`src/dacrx_pkg.sv`:
```
package dacrx_pkg;
    // ========================================================
    // Address byte
    // ========================================================
    localparam logic [5:0] ADDR_PREFIX = 6'h26;
    localparam logic [7:0] ADDR_BROADCAST = 8'h90;
    localparam int ADDR_SEL_POS = 1;
    // ========================================================
    // Control/upper byte layout
    // ========================================================
    localparam int CTL_PD_HI = 5;
    localparam int CTL_PD_LO = 4;
    localparam int CTL_CODE_HI = 3;
    localparam int CODE_W = 12;
    localparam int BYTE_W = 8;
    localparam int BIT_CNT_W = 4;
    localparam logic [3:0] BIT_LAST = 4'h8;
    // ========================================================
    // Reset values and power-down encodings
    // ========================================================
    localparam logic [11:0] CODE_RESET = 12'h000;
    localparam logic [1:0] PD_NORMAL = 2'h0;
    localparam logic [1:0] PD_GND_1K = 2'h1;
    localparam logic [1:0] PD_GND_100K = 2'h2;
    localparam logic [1:0] PD_HIZ = 2'h3;
    localparam int FIFO_DEPTH = 8;
    localparam int FIFO_W = 14;
    typedef enum logic [4:0] {
        DACRX_IDLE = 5'h01,
        DACRX_ADDR = 5'h02,
        DACRX_UPPER = 5'h04,
        DACRX_LOWER = 5'h08,
        DACRX_IGNORE = 5'h10
    } dacrx_state_t;
endpackage

```
`src/dacrx_fifo.sv`:
```
`timescale 1ns/1ps
module dacrx_fifo
#(
    parameter int WIDTH = 14,
    parameter int DEPTH = 8
)
(
    input wire logic clk,
    input wire logic rst_n,
    input wire logic in_valid,
    output logic in_ready,
    input wire logic [WIDTH-1:0] in_data,
    output logic out_valid,
    input wire logic out_ready,
    output logic [WIDTH-1:0] out_data
);
    localparam int AW = $clog2(DEPTH);
    logic [WIDTH-1:0] mem [DEPTH];
    logic [AW-1:0] wr_ptr_reg;
    logic [AW-1:0] rd_ptr_reg;
    logic [AW:0] count_reg;
    logic push;
    logic pop;
    assign in_ready = (count_reg != (AW+1)'(DEPTH));
    assign out_valid = (count_reg != '0);
    assign out_data = mem[rd_ptr_reg];
    assign push = in_valid && in_ready;
    assign pop = out_valid && out_ready;
    always_ff @(posedge clk)
    begin
        if (push)
            mem[wr_ptr_reg] <= in_data;
    end
    always_ff @(posedge clk or negedge rst_n)
    begin
        if (!rst_n)
        begin
            wr_ptr_reg <= '0;
            rd_ptr_reg <= '0;
            count_reg <= '0;
        end
        else
        begin
            if (push)
                wr_ptr_reg <= (wr_ptr_reg == AW'(DEPTH-1)) ? '0 : wr_ptr_reg + 1'b1;
            if (pop)
                rd_ptr_reg <= (rd_ptr_reg == AW'(DEPTH-1)) ? '0 : rd_ptr_reg + 1'b1;
            if (push && !pop)
                count_reg <= count_reg + 1'b1;
            else if (pop && !push)
                count_reg <= count_reg - 1'b1;
        end
    end
endmodule // dacrx_fifo

```
`src/dacrx_sync.sv`:
```
`timescale 1ns/1ps
module dacrx_sync
(
    input wire logic clk,
    input wire logic rst_n,
    input wire logic d,
    output logic q
);
    logic meta_reg;
    always_ff @(posedge clk or negedge rst_n)
    begin
        if (!rst_n)
        begin
            meta_reg <= 1'b1;
            q <= 1'b1;
        end
        else
        begin
            meta_reg <= d;
            q <= meta_reg;
        end
    end
endmodule // dacrx_sync

```
`src/dacrx_top.sv`:
```
`timescale 1ns/1ps
module dacrx_top
(
    input wire logic core_clk,
    input wire logic nrst,
    input wire logic scl_in,
    input wire logic sda_in,
    output logic sda_out,
    output logic sda_oe_n,
    input wire logic address_select_pin,
    output logic [11:0] dac_code,
    output logic [1:0] power_down_mode,
    output logic powered_down_state,
    output logic analog_ground_1k,
    output logic analog_ground_100k,
    output logic output_hiz,
    output logic update_valid,
    input wire logic update_ready,
    output logic [13:0] update_data,
    output logic addressed
);
    // ========================================================
    // Reset release and pin synchronisers
    // ========================================================
    logic rst_meta_reg;
    logic rst_n;
    logic scl_s;
    logic sda_s;
    always_ff @(posedge core_clk or negedge nrst)
    begin
        if (!nrst)
        begin
            rst_meta_reg <= 1'b0;
            rst_n <= 1'b0;
        end
        else
        begin
            rst_meta_reg <= 1'b1;
            rst_n <= rst_meta_reg;
        end
    end
    dacrx_sync u_scl_sync
    (
        .clk(core_clk),
        .rst_n(rst_n),
        .d(scl_in),
        .q(scl_s)
    );
    dacrx_sync u_sda_sync
    (
        .clk(core_clk),
        .rst_n(rst_n),
        .d(sda_in),
        .q(sda_s)
    );
    // ========================================================
    // Select pin capture, taken once after reset release
    // ========================================================
    logic sel_s;
    logic sel_reg;
    logic sel_taken_reg;
    logic [1:0] sel_prime_reg;
    dacrx_sync u_sel_sync
    (
        .clk(core_clk),
        .rst_n(rst_n),
        .d(address_select_pin),
        .q(sel_s)
    );
    always_ff @(posedge core_clk or negedge rst_n)
    begin
        if (!rst_n)
        begin
            sel_reg <= 1'b0;
            sel_taken_reg <= 1'b0;
            sel_prime_reg <= '0;
        end
        else if (!sel_taken_reg)
        begin
            // Synchroniser shows its reset level first, not the pin
            sel_prime_reg <= {sel_prime_reg[0], 1'b1};
            if (sel_prime_reg[1])
            begin
                sel_reg <= sel_s;
                sel_taken_reg <= 1'b1;
            end
        end
    end
    // ========================================================
    // Edge and condition detection
    // ========================================================
    logic scl_d_reg;
    logic sda_d_reg;
    logic scl_rise;
    logic scl_fall;
    logic start_cond;
    logic stop_cond;
    always_ff @(posedge core_clk or negedge rst_n)
    begin
        if (!rst_n)
        begin
            scl_d_reg <= 1'b1;
            sda_d_reg <= 1'b1;
        end
        else
        begin
            scl_d_reg <= scl_s;
            sda_d_reg <= sda_s;
        end
    end
    assign scl_rise = scl_s && !scl_d_reg;
    assign scl_fall = !scl_s && scl_d_reg;
    // Both conditions need clock high before and after the data edge
    assign start_cond = scl_s && scl_d_reg && sda_d_reg && !sda_s;
    assign stop_cond = scl_s && scl_d_reg && !sda_d_reg && sda_s;
    // ========================================================
    // Bit shifter; data sampled on clock rise only
    // ========================================================
    dacrx_pkg::dacrx_state_t state_reg;
    logic [3:0] bit_cnt_reg;
    logic [7:0] shift_reg;
    logic [7:0] byte_now;
    logic byte_done;
    logic ack_reg;
    assign byte_now = {shift_reg[6:0], sda_s};
    assign byte_done = scl_rise && (bit_cnt_reg == dacrx_pkg::BIT_LAST - 4'h1)
        && !ack_reg;
    always_ff @(posedge core_clk or negedge rst_n)
    begin
        if (!rst_n)
        begin
            bit_cnt_reg <= '0;
            shift_reg <= '0;
        end
        else if (start_cond || stop_cond)
        begin
            bit_cnt_reg <= '0;
        end
        else if (scl_rise && !ack_reg)
        begin
            shift_reg <= byte_now;
            bit_cnt_reg <= bit_cnt_reg + 4'h1;
        end
        else if (scl_fall && bit_cnt_reg == dacrx_pkg::BIT_LAST)
        begin
            bit_cnt_reg <= '0;
        end
    end
    // ========================================================
    // Address match
    // ========================================================
    logic addr_match;
    assign addr_match = (byte_now == dacrx_pkg::ADDR_BROADCAST)
        || (byte_now == {dacrx_pkg::ADDR_PREFIX, sel_reg, 1'b0});
    // ========================================================
    // Acknowledge driver: low from the eighth fall to the ninth fall
    // ========================================================
    logic ack_pending;
    logic ack_end;
    assign ack_pending = byte_done && (
        (state_reg == dacrx_pkg::DACRX_ADDR && addr_match) ||
        state_reg == dacrx_pkg::DACRX_UPPER ||
        state_reg == dacrx_pkg::DACRX_LOWER);
    logic arm_reg;
    logic lower_arm_reg;
    logic lower_ack_reg;
    assign ack_end = ack_reg && scl_fall && bit_cnt_reg == '0;
    always_ff @(posedge core_clk or negedge rst_n)
    begin
        if (!rst_n)
        begin
            arm_reg <= 1'b0;
            lower_arm_reg <= 1'b0;
            ack_reg <= 1'b0;
            lower_ack_reg <= 1'b0;
        end
        else if (start_cond || stop_cond)
        begin
            arm_reg <= 1'b0;
            lower_arm_reg <= 1'b0;
            ack_reg <= 1'b0;
            lower_ack_reg <= 1'b0;
        end
        else
        begin
            if (ack_pending)
            begin
                arm_reg <= 1'b1;
                lower_arm_reg <= (state_reg == dacrx_pkg::DACRX_LOWER);
            end
            if (arm_reg && scl_fall)
            begin
                ack_reg <= 1'b1;
                lower_ack_reg <= lower_arm_reg;
                arm_reg <= 1'b0;
            end
            else if (ack_reg && scl_fall)
            begin
                ack_reg <= 1'b0;
                lower_ack_reg <= 1'b0;
            end
        end
    end
    // Ninth pulse fall: counter already wrapped to 0 at the eighth fall while ack still held
    logic ninth_fall;
    assign ninth_fall = ack_end;
    // ========================================================
    // Transfer state machine
    // ========================================================
    always_ff @(posedge core_clk or negedge rst_n)
    begin
        if (!rst_n)
            state_reg <= dacrx_pkg::DACRX_IDLE;
        else if (stop_cond)
            state_reg <= dacrx_pkg::DACRX_IDLE;
        else if (start_cond)
            state_reg <= dacrx_pkg::DACRX_ADDR;
        else if (byte_done)
        begin
            case (state_reg)
                dacrx_pkg::DACRX_ADDR:
                    state_reg <= addr_match ? dacrx_pkg::DACRX_UPPER
                        : dacrx_pkg::DACRX_IGNORE;
                dacrx_pkg::DACRX_UPPER:
                    state_reg <= dacrx_pkg::DACRX_LOWER;
                dacrx_pkg::DACRX_LOWER:
                    state_reg <= dacrx_pkg::DACRX_UPPER;
                dacrx_pkg::DACRX_IDLE,
                dacrx_pkg::DACRX_IGNORE:
                    state_reg <= state_reg;
                default:
                    state_reg <= dacrx_pkg::DACRX_IDLE;
            endcase
        end
    end
    // ========================================================
    // Shadow stage and active register
    // ========================================================
    logic [1:0] pd_shadow_reg;
    logic [3:0] top_shadow_reg;
    logic [7:0] low_shadow_reg;
    logic [11:0] code_next;
    logic fifo_in_ready;
    logic load;
    always_ff @(posedge core_clk or negedge rst_n)
    begin
        if (!rst_n)
        begin
            pd_shadow_reg <= dacrx_pkg::PD_NORMAL;
            top_shadow_reg <= '0;
            low_shadow_reg <= '0;
        end
        else if (byte_done && state_reg == dacrx_pkg::DACRX_UPPER)
        begin
            // Bits 7:6 must be zero; they carry no function here
            pd_shadow_reg <= byte_now[dacrx_pkg::CTL_PD_HI:dacrx_pkg::CTL_PD_LO];
            top_shadow_reg <= byte_now[dacrx_pkg::CTL_CODE_HI:0];
        end
        else if (byte_done && state_reg == dacrx_pkg::DACRX_LOWER)
        begin
            low_shadow_reg <= byte_now;
        end
    end
    assign code_next = {top_shadow_reg, low_shadow_reg};
    // Aborted pairs never reach here: start/stop clears lower_ack_reg
    assign load = ninth_fall && lower_ack_reg;
    always_ff @(posedge core_clk or negedge rst_n)
    begin
        if (!rst_n)
        begin
            dac_code <= dacrx_pkg::CODE_RESET;
            power_down_mode <= dacrx_pkg::PD_NORMAL;
            powered_down_state <= 1'b0;
            analog_ground_1k <= 1'b0;
            analog_ground_100k <= 1'b0;
            output_hiz <= 1'b0;
        end
        else if (load)
        begin
            // Code is stored even in power-down; the write that exits loads its own code
            dac_code <= code_next;
            power_down_mode <= pd_shadow_reg;
            powered_down_state <= (pd_shadow_reg != dacrx_pkg::PD_NORMAL);
            analog_ground_1k <= (pd_shadow_reg == dacrx_pkg::PD_GND_1K);
            analog_ground_100k <= (pd_shadow_reg == dacrx_pkg::PD_GND_100K);
            output_hiz <= (pd_shadow_reg == dacrx_pkg::PD_HIZ);
        end
    end
    // ========================================================
    // Pins and status
    // ========================================================
    always_ff @(posedge core_clk or negedge rst_n)
    begin
        if (!rst_n)
        begin
            sda_out <= 1'b1;
            sda_oe_n <= 1'b1;
            addressed <= 1'b0;
        end
        else
        begin
            sda_out <= 1'b0;
            // Enable flop follows ack by one cycle; hold margin still ample
            sda_oe_n <= !ack_reg;
            addressed <= (state_reg == dacrx_pkg::DACRX_UPPER)
                || (state_reg == dacrx_pkg::DACRX_LOWER);
        end
    end
    // ========================================================
    // Update FIFO; a full FIFO drops the record, not the load
    // ========================================================
    logic fifo_out_valid;
    logic [13:0] fifo_out_data;
    dacrx_fifo
    #(
        .WIDTH(dacrx_pkg::FIFO_W),
        .DEPTH(dacrx_pkg::FIFO_DEPTH)
    )
    u_fifo
    (
        .clk(core_clk),
        .rst_n(rst_n),
        .in_valid(load),
        .in_ready(fifo_in_ready),
        .in_data({pd_shadow_reg, code_next}),
        .out_valid(fifo_out_valid),
        .out_ready(update_ready && !update_valid),
        .out_data(fifo_out_data)
    );
    always_ff @(posedge core_clk or negedge rst_n)
    begin
        if (!rst_n)
        begin
            update_valid <= 1'b0;
            update_data <= '0;
        end
        else if (update_valid)
        begin
            update_valid <= 1'b0;
        end
        else if (fifo_out_valid && update_ready)
        begin
            update_valid <= 1'b1;
            update_data <= fifo_out_data;
        end
    end
endmodule // dacrx_top

```
`config.mk`:
```
export PLATFORM = sky130hd
export DESIGN_NAME = dacrx_top
export DESIGN_NICKNAME = d
export VERILOG_FILES = /design/src/dacrx_pkg.sv /design/src/dacrx_fifo.sv /design/src/dacrx_sync.sv /design/src/dacrx_top.sv
export SDC_FILE = /design/constraint.sdc
export NUM_CORES = 1
export LEC_CHECK = 0
export ABC_AREA = 1
export BUFFER_PORTS_ARGS = -buffer_cell sky130_fd_sc_hd__clkbuf_2
export CAP_MARGIN = 20
export CORE_MARGIN = 2
export CORE_UTILIZATION = 44
export CTS_CLUSTER_DIAMETER = 60
export DETAILED_ROUTE_END_ITERATION = 12
export PLACE_DENSITY = 0.6
export SLEW_MARGIN = 10
export SYNTH_ARGS = -nofsm -noshare
export SYNTH_HDL_FRONTEND = slang
export SYNTH_SLANG_ARGS = --single-unit
```
`constraint.sdc`:
```
create_clock -name core_clk -period 2.83 [get_ports core_clk]
set_input_delay 0.566 -clock core_clk [delete_from_list [all_inputs] [get_ports core_clk]]
set_output_delay 0.566 -clock core_clk [all_outputs]
set_load 0.005 [all_outputs]
```
Word-level counts from Yosys, hierarchy flattened
Memories as Yosys holds them, arrays and structs flattened. A register that Yosys moved wholly into a read port is not among the register bits.
Index checks and enable logic that the tools add are counted.
{"block": "word_totals", "n_memories": 1, "word_cells": 144, "ramBits": 112, "inputBits": 6, "register_bits": 80}
{"name": "u_fifo.mem", "depth": 8, "word_bits": 14, "read_ports": 1, "rd_clocked_by_memory_dff": 1, "wr": 1, "line_no": "dacrx_fifo.sv:18", "rtl": "logic [WIDTH-1:0] mem [DEPTH];"}
{"block": "op_classes", "n_bitwise": 4, "reduce_logical": 54, "n_mux": 28, "add_sub_neg": 5, "eq_ne": 16}
{"cell": "1-bit logical AND", "count": 25}
{"cell": "4-bit two-way mux", "count": 5}
{"cell": "5-bit two-way mux", "count": 4}
{"cell": "5-bit one-hot mux with 4 select lines", "count": 1}
{"cell": "1-bit two-way mux", "count": 16}
{"cell": "3-bit nonzero test", "count": 4}
{"cell": "2-bit AND reduction", "count": 5}
{"cell": "1-bit logical NOT", "count": 9}
{"cell": "4-bit by 1-bit adder with 4-bit output, second input constant", "count": 2}
{"cell": "8-bit == test", "count": 1}
{"cell": "8-bit == test, second input constant", "count": 1}
{"cell": "3-bit by 1-bit adder with 3-bit output, second input constant", "count": 2}
{"cell": "3-bit == test, second input constant", "count": 2}
{"cell": "3-bit two-way mux", "count": 2}
{"cell": "2-bit nonzero test", "count": 3}
{"cell": "5-bit by 1-bit == test with 1-bit output, second input constant", "count": 1}
{"cell": "5-bit by 2-bit == test with 1-bit output, second input constant", "count": 1}
{"cell": "5-bit by 3-bit == test with 1-bit output, second input constant", "count": 1}
{"cell": "5-bit by 4-bit == test with 1-bit output, second input constant", "count": 1}
{"cell": "5-bit == test, second input constant", "count": 1}
{"cell": "1-bit logical OR", "count": 5}
{"cell": "2-bit == test, second input constant", "count": 2}
{"cell": "4-bit by 3-bit == test with 1-bit output, second input constant", "count": 1}
{"cell": "4-bit == test, second input constant", "count": 1}
{"cell": "8 further kinds", "count": 11}

Logic depth before layout (Yosys ltp)
{"block": "depth", "depth_word": 10, "ltp_mapped": 14}

Modules after synthesis
A second synthesis with hierarchy kept.
{"block": "unflattened", "cells_unflattened": 812, "hier_area_um2": 8489.4}
{"mod": "dacrx_fifo", "area_each_um2": 5111.2, "n_inst": 1, "cells_per_inst": 461, "seq_area_each_um2": 3613.5}
{"mod": "dacrx_top", "area_each_um2": 3220.6, "n_inst": 1, "cells_per_inst": 345, "seq_area_each_um2": 1958.1}
{"mod": "dacrx_sync", "area_each_um2": 52.6, "n_inst": 3, "cells_per_inst": 2, "seq_area_each_um2": 52.6}

Worst setup path before layout
OpenSTA, ideal clock, no wires.
{"block": "synth_path", "kind": "flip-flop to flip-flop", "start": "register bit_cnt_reg[0]", "end": "memory u_fifo.mem[6][0], enable pin", "synth_period_minus_slack_ps": 2761, "stages_incl_launch_ff": 7, "slack_ps": 69, "t_arrival_ps": 2358, "path_buffers": 0, "cell_sequence": "dfrtp_1 inv_1 ha_1 inv_1 nor4_4 nand2_4 nor3_1"}
{"block": "synth_via", "elab_chain_len": 6}
{"item": "start: declaration", "line_no": "dacrx_top.sv:120", "rtl": "logic [3:0] bit_cnt_reg;"}
{"item": "start signal: assignment", "line_no": "dacrx_top.sv:142", "rtl": "bit_cnt_reg <= bit_cnt_reg + 4'h1;"}
{"item": "4-bit logical NOT", "line_no": "dacrx_top.sv:167", "rtl": "assign ack_end = ack_reg && scl_fall && bit_cnt_reg == '0;"}
{"item": "1-bit logical AND", "line_no": "dacrx_top.sv:167"}
{"item": "1-bit logical AND", "line_no": "dacrx_top.sv:266", "rtl": "assign load = ninth_fall && lower_ack_reg;"}
{"item": "1-bit logical AND", "line_no": "dacrx_fifo.sv:27", "rtl": "assign push = in_valid && in_ready;"}
{"item": "1-bit two-way mux", "line_no": "dacrx_fifo.sv:31", "rtl": "if (push)"}
{"item": "1-bit two-way mux (implied by the code)", "line_no": "dacrx_fifo.sv:32", "rtl": "mem[wr_ptr_reg] <= in_data;"}
{"item": "end: declaration", "line_no": "dacrx_fifo.sv:18"}
No other way between the ends.

Worst setup path after layout
{"block": "layout_path", "start": "register bit_cnt_reg[0]", "end": "register u_fifo.count_reg[3]"}
{"block": "layout_via", "elab_chain_len": 7}
{"item": "4-bit logical NOT *", "line_no": "dacrx_top.sv:167"}
{"item": "1-bit logical AND *", "line_no": "dacrx_top.sv:167"}
{"item": "1-bit logical AND *", "line_no": "dacrx_top.sv:266"}
{"item": "1-bit logical AND *", "line_no": "dacrx_fifo.sv:27"}
{"item": "net u_fifo.push", "line_no": "dacrx_fifo.sv:22", "rtl": "logic push;"}
{"item": "1-bit logical NOT", "line_no": "dacrx_fifo.sv:50", "rtl": "else if (pop && !push)"}
{"item": "1-bit logical AND", "line_no": "dacrx_fifo.sv:50"}
{"item": "2-bit nonzero test (no source line)"}
{"item": "end signal: assignment", "line_no": "dacrx_fifo.sv:49", "rtl": "count_reg <= count_reg + 1'b1;"}
{"item": "end signal: assignment", "line_no": "dacrx_fifo.sv:51", "rtl": "count_reg <= count_reg - 1'b1;"}
{"item": "end: declaration", "line_no": "dacrx_fifo.sv:21", "rtl": "logic [AW:0] count_reg;"}
The timed path passes the listed nets; every way through them passes the cells marked *.
A chain may end at the register's enable or synchronous reset.

==> results.json <==
{
  "status": "completed",
  "cp-start-kind": "flip-flop",
  "drc": 0,
  "setup-violations-final": 0,
  "first_global_vias": 5351,
  "maxSlewHeadroom_pct": 49.3,
  "drtAntennaViolNets": 0,
  "gp_congestion": 0.804,
  "synth-xor-area-share_pct": 0.534,
  "crit_path_cell_trace": "inv_1 -> ha_1 -> inv_1 -> nor4_4 -> nand2_4 -> inv_1 -> ha_1 -> inv_1 -> ha_1 -> a21oi_1 -> nand2_1 -> xor2_1 -> nand2_1 -> nand2_1",
  "fp.dieW_um": 140,
  "report.final.slew_viol_count": 0,
  "io_buffers": 41,
  "clk_pin_slew_ns": 0.06,
  "grt_overflow": 0,
  "power_density_nw_per_um2": 651,
  "post-route-period-util_pct": 90.1,
  "grt_max_degree": 61,
  "grt_usage_pct": 17.4,
  "ys_warn_count": 0,
  "power_leakage_nw": 4.01,
  "p_total_mw": 6.13,
  "cts.path.max_buffers": 3,
  "grt_pass1_wl_mm": 27.5,
  "initial_core_util_pct": 45.2,
  "final_cell_mix": "158 x nand2_1, 112 x edfxtp_1, 102 x nor2_1, 95 x o21ai_0, 82 x dfrtp_1",
  "diodes": 0,
  "worst_skew_pair.late_latency_ns": 0.51,
  "vias": 5354,
  "max_freq_ghz": 0.392,
  "yosysUniqueCellTypes": 31,
  "dieArea_sq_um": 19700,
  "slowest_delay_ns": 0.41,
  "drive_gt1_share_pct": 14.7,
  "nFillCells": 1576,
  "cts-root-buf": "clkbuf_16",
  "synth_area_sq_um": 8200,
  "cts_resized": 0,
  "final_common_cell": "nand2_1",
  "drtIter0Drc": 335,
  "synth_seq_cells": 206,
  "ys_seq_area_share_pct": 69.9,
  "postSynthCellCount": 733,
  "ctsHtreeMaxLevel": 1,
  "crit_fanout": 8,
  "hp-class": "in2reg",
  "first_pass_iters": 4,
  "area_growth_pct": 15.0,
  "wl_per_cell_um": 16.0,
  "ioPinCount": 42,
  "seq_area_sq_um": 5730,
  "path_common_cell": "inv_1",
  "antenna_found_initial": 0,
  "post-dp-hpwl_mm": 10.7,
  "crit_type": "reg2reg",
  "stdcell_count": 1034,
  "num_rows": 49,
  "largest_register": "u_fifo.mem",
  "numCtsBuffers": 23,
  "clock_sinks": 206,
  "syn_avg_cell_area_sq_um": 11.2,
  "muxShareOfSynthArea_pct": 0,
  "multiInputGateArea_sq_um": 2200,
  "synth_top_family_by_area": "simple AND/OR/NAND/NOR gates",
  "synthesis.nets": 749,
  "synth_fa_ha_area_share_pct": 1.62,
  "nNetsFinal": 804,
  "yosys_most_used_dff": "edfxtp_1",
  "cts_setup_buffers": 0,
  "crit_required_ns": 3.21,
  "ys_async_sr_fraction_pct": 45.6,
  "vdd_drop_max_v": 0.000362,
  "yosys.area_share.simple_pct": 15.7,
  "largest_reg_flops": 112,
  "cp.arrival_ns": 2.94,
  "worst_clock_skew_ns": 0.0183,
  "synth_compound_area_share_pct": 8.81,
  "cts_tree": "built",
  "hold_viol": 0,
  "viasPerCell": 5.18,
  "max_slew.worst_pin.slew_ns": 0.761,
  "synth_edf_count": 112,
  "crit_slowest_cell": "dfrtp_1",
  "core_sq_um": 18100,
  "fp.dieH_um": 140,
  "holdWs_ns": 0.139,
  "setup_tns_ns": 0,
  "layout_min_cycle_time_ns": 2.55,
  "numPlacedInstances": 991,
  "end_kind": "flip-flop",
  "top_regs": "u_fifo.mem x112, update_data x14, dac_code x12",
  "maxCapViolCount": 0,
  "routed_wl_mm": 16.5,
  "grt_setup_unrepaired": "no"
}
cells by family after synthesis:
logic type | after synthesis
fa+ha+maj | 10
flops | 206
other cells | 2
simple gates | 310
buf+inv | 70
xor+xnor | 5
compound gates | 130
power breakdown:
group | switching (mW) | leakage [nW] | internal, mW | total (mW)
Combinational | 0.108 | 1.35 | 0.0503 | 0.158
Clock | 1.12 | 0.354 | 1.60 | 2.72
Sequential | 0.0551 | 2.31 | 3.20 | 3.25
final timing paths:
| path | startpoint | to | slack, ns | cells past startpoint |
|---|---|---|---|---|
| min reg2reg | rst_meta_reg | rst_n | 0.35 | 0 |
| max in group asynchronous | rst_n | sda_oe_n | 1.69 | 1 |
| max reg2reg | bit_cnt_reg[0] | u_fifo.count_reg[3] | 0.28 | 14 |
| max | bit_cnt_reg[0] | u_fifo.count_reg[3] | 0.28 | 14 |
| min in group asynchronous | nrst | rst_meta_reg | 0.39 | 2 |
| min | sda_in | u_sda_sync.meta_reg | 0.14 | 1 |
synth_stat cells (6+ instances only):
library cell | n | share of area [%]
nor2_1 | 102 | 4.7
dfstp_2 | 11 | 3.5
buf_2 | 6 | 0.37
nand3_1 | 35 | 2.1
o21ai_0 | 95 | 5.8
o211ai_1 | 28 | 2.6
edfxtp_1 | 112 | 41
inv_1 | 41 | 1.9
clkbuf_1 | 20 | 0.92
ha_1 | 9 | 1.4
dfrtp_1 | 83 | 25
nand2_1 | 158 | 7.2
per-layer routing:
| layer | GRT usage (%) | share of wire, % |
|---|---|---|
| met2 | 30.4 | 49 |
| met5 | 0 | 0 |
| met4 | 4.58 | 2.0 |
| met1 | 22.6 | 46 |
| met3 | 3.08 | 3.3 |
worst max-delay path: cells and delay by family, from the launching register on:
kind / cells / cell delay, ns
AO/OA/AOI/OAI: 1 / 0.14
flip-flops: 1 / 0.41
adder cells (fa/ha/maj): 3 / 0.71
XOR/XNOR: 1 / 0.15
AND/OR/NAND/NOR: 5 / 0.68
buffers and inverters: 4 / 0.35
layout make-up:
class / instances / area share, %
flip-flops and latches: 206 / 60.8
multi-input cells: 457 / 23.4
clock buffers: 34 / 6.94
repair buffers: 58 / 3.69
well taps: 229 / 3.04
inverters: 42 / 1.67
clock inverters: 8 / 0.478
timing repair:
item | in CTS | in global routing
hold buffers | 1 | 0
endpoints found under the setup margin | 0 | 0
hold endpoints to repair | 2 | 0
metrics by stage:
stage,area (sq um),util [%],worst slack (ns)
6_report,9430,51.9,0.279
5_1_grt,9430,51.9,0.0618
4_1_cts,9430,51.9,0.285
3_5_place_dp,8720,48.0,0.287
3_3_place_gp,8720,48.0,0.410
2_1_floorplan,8200,-,0.0370
Note: power is estimated with default switching activity, not from simulation.
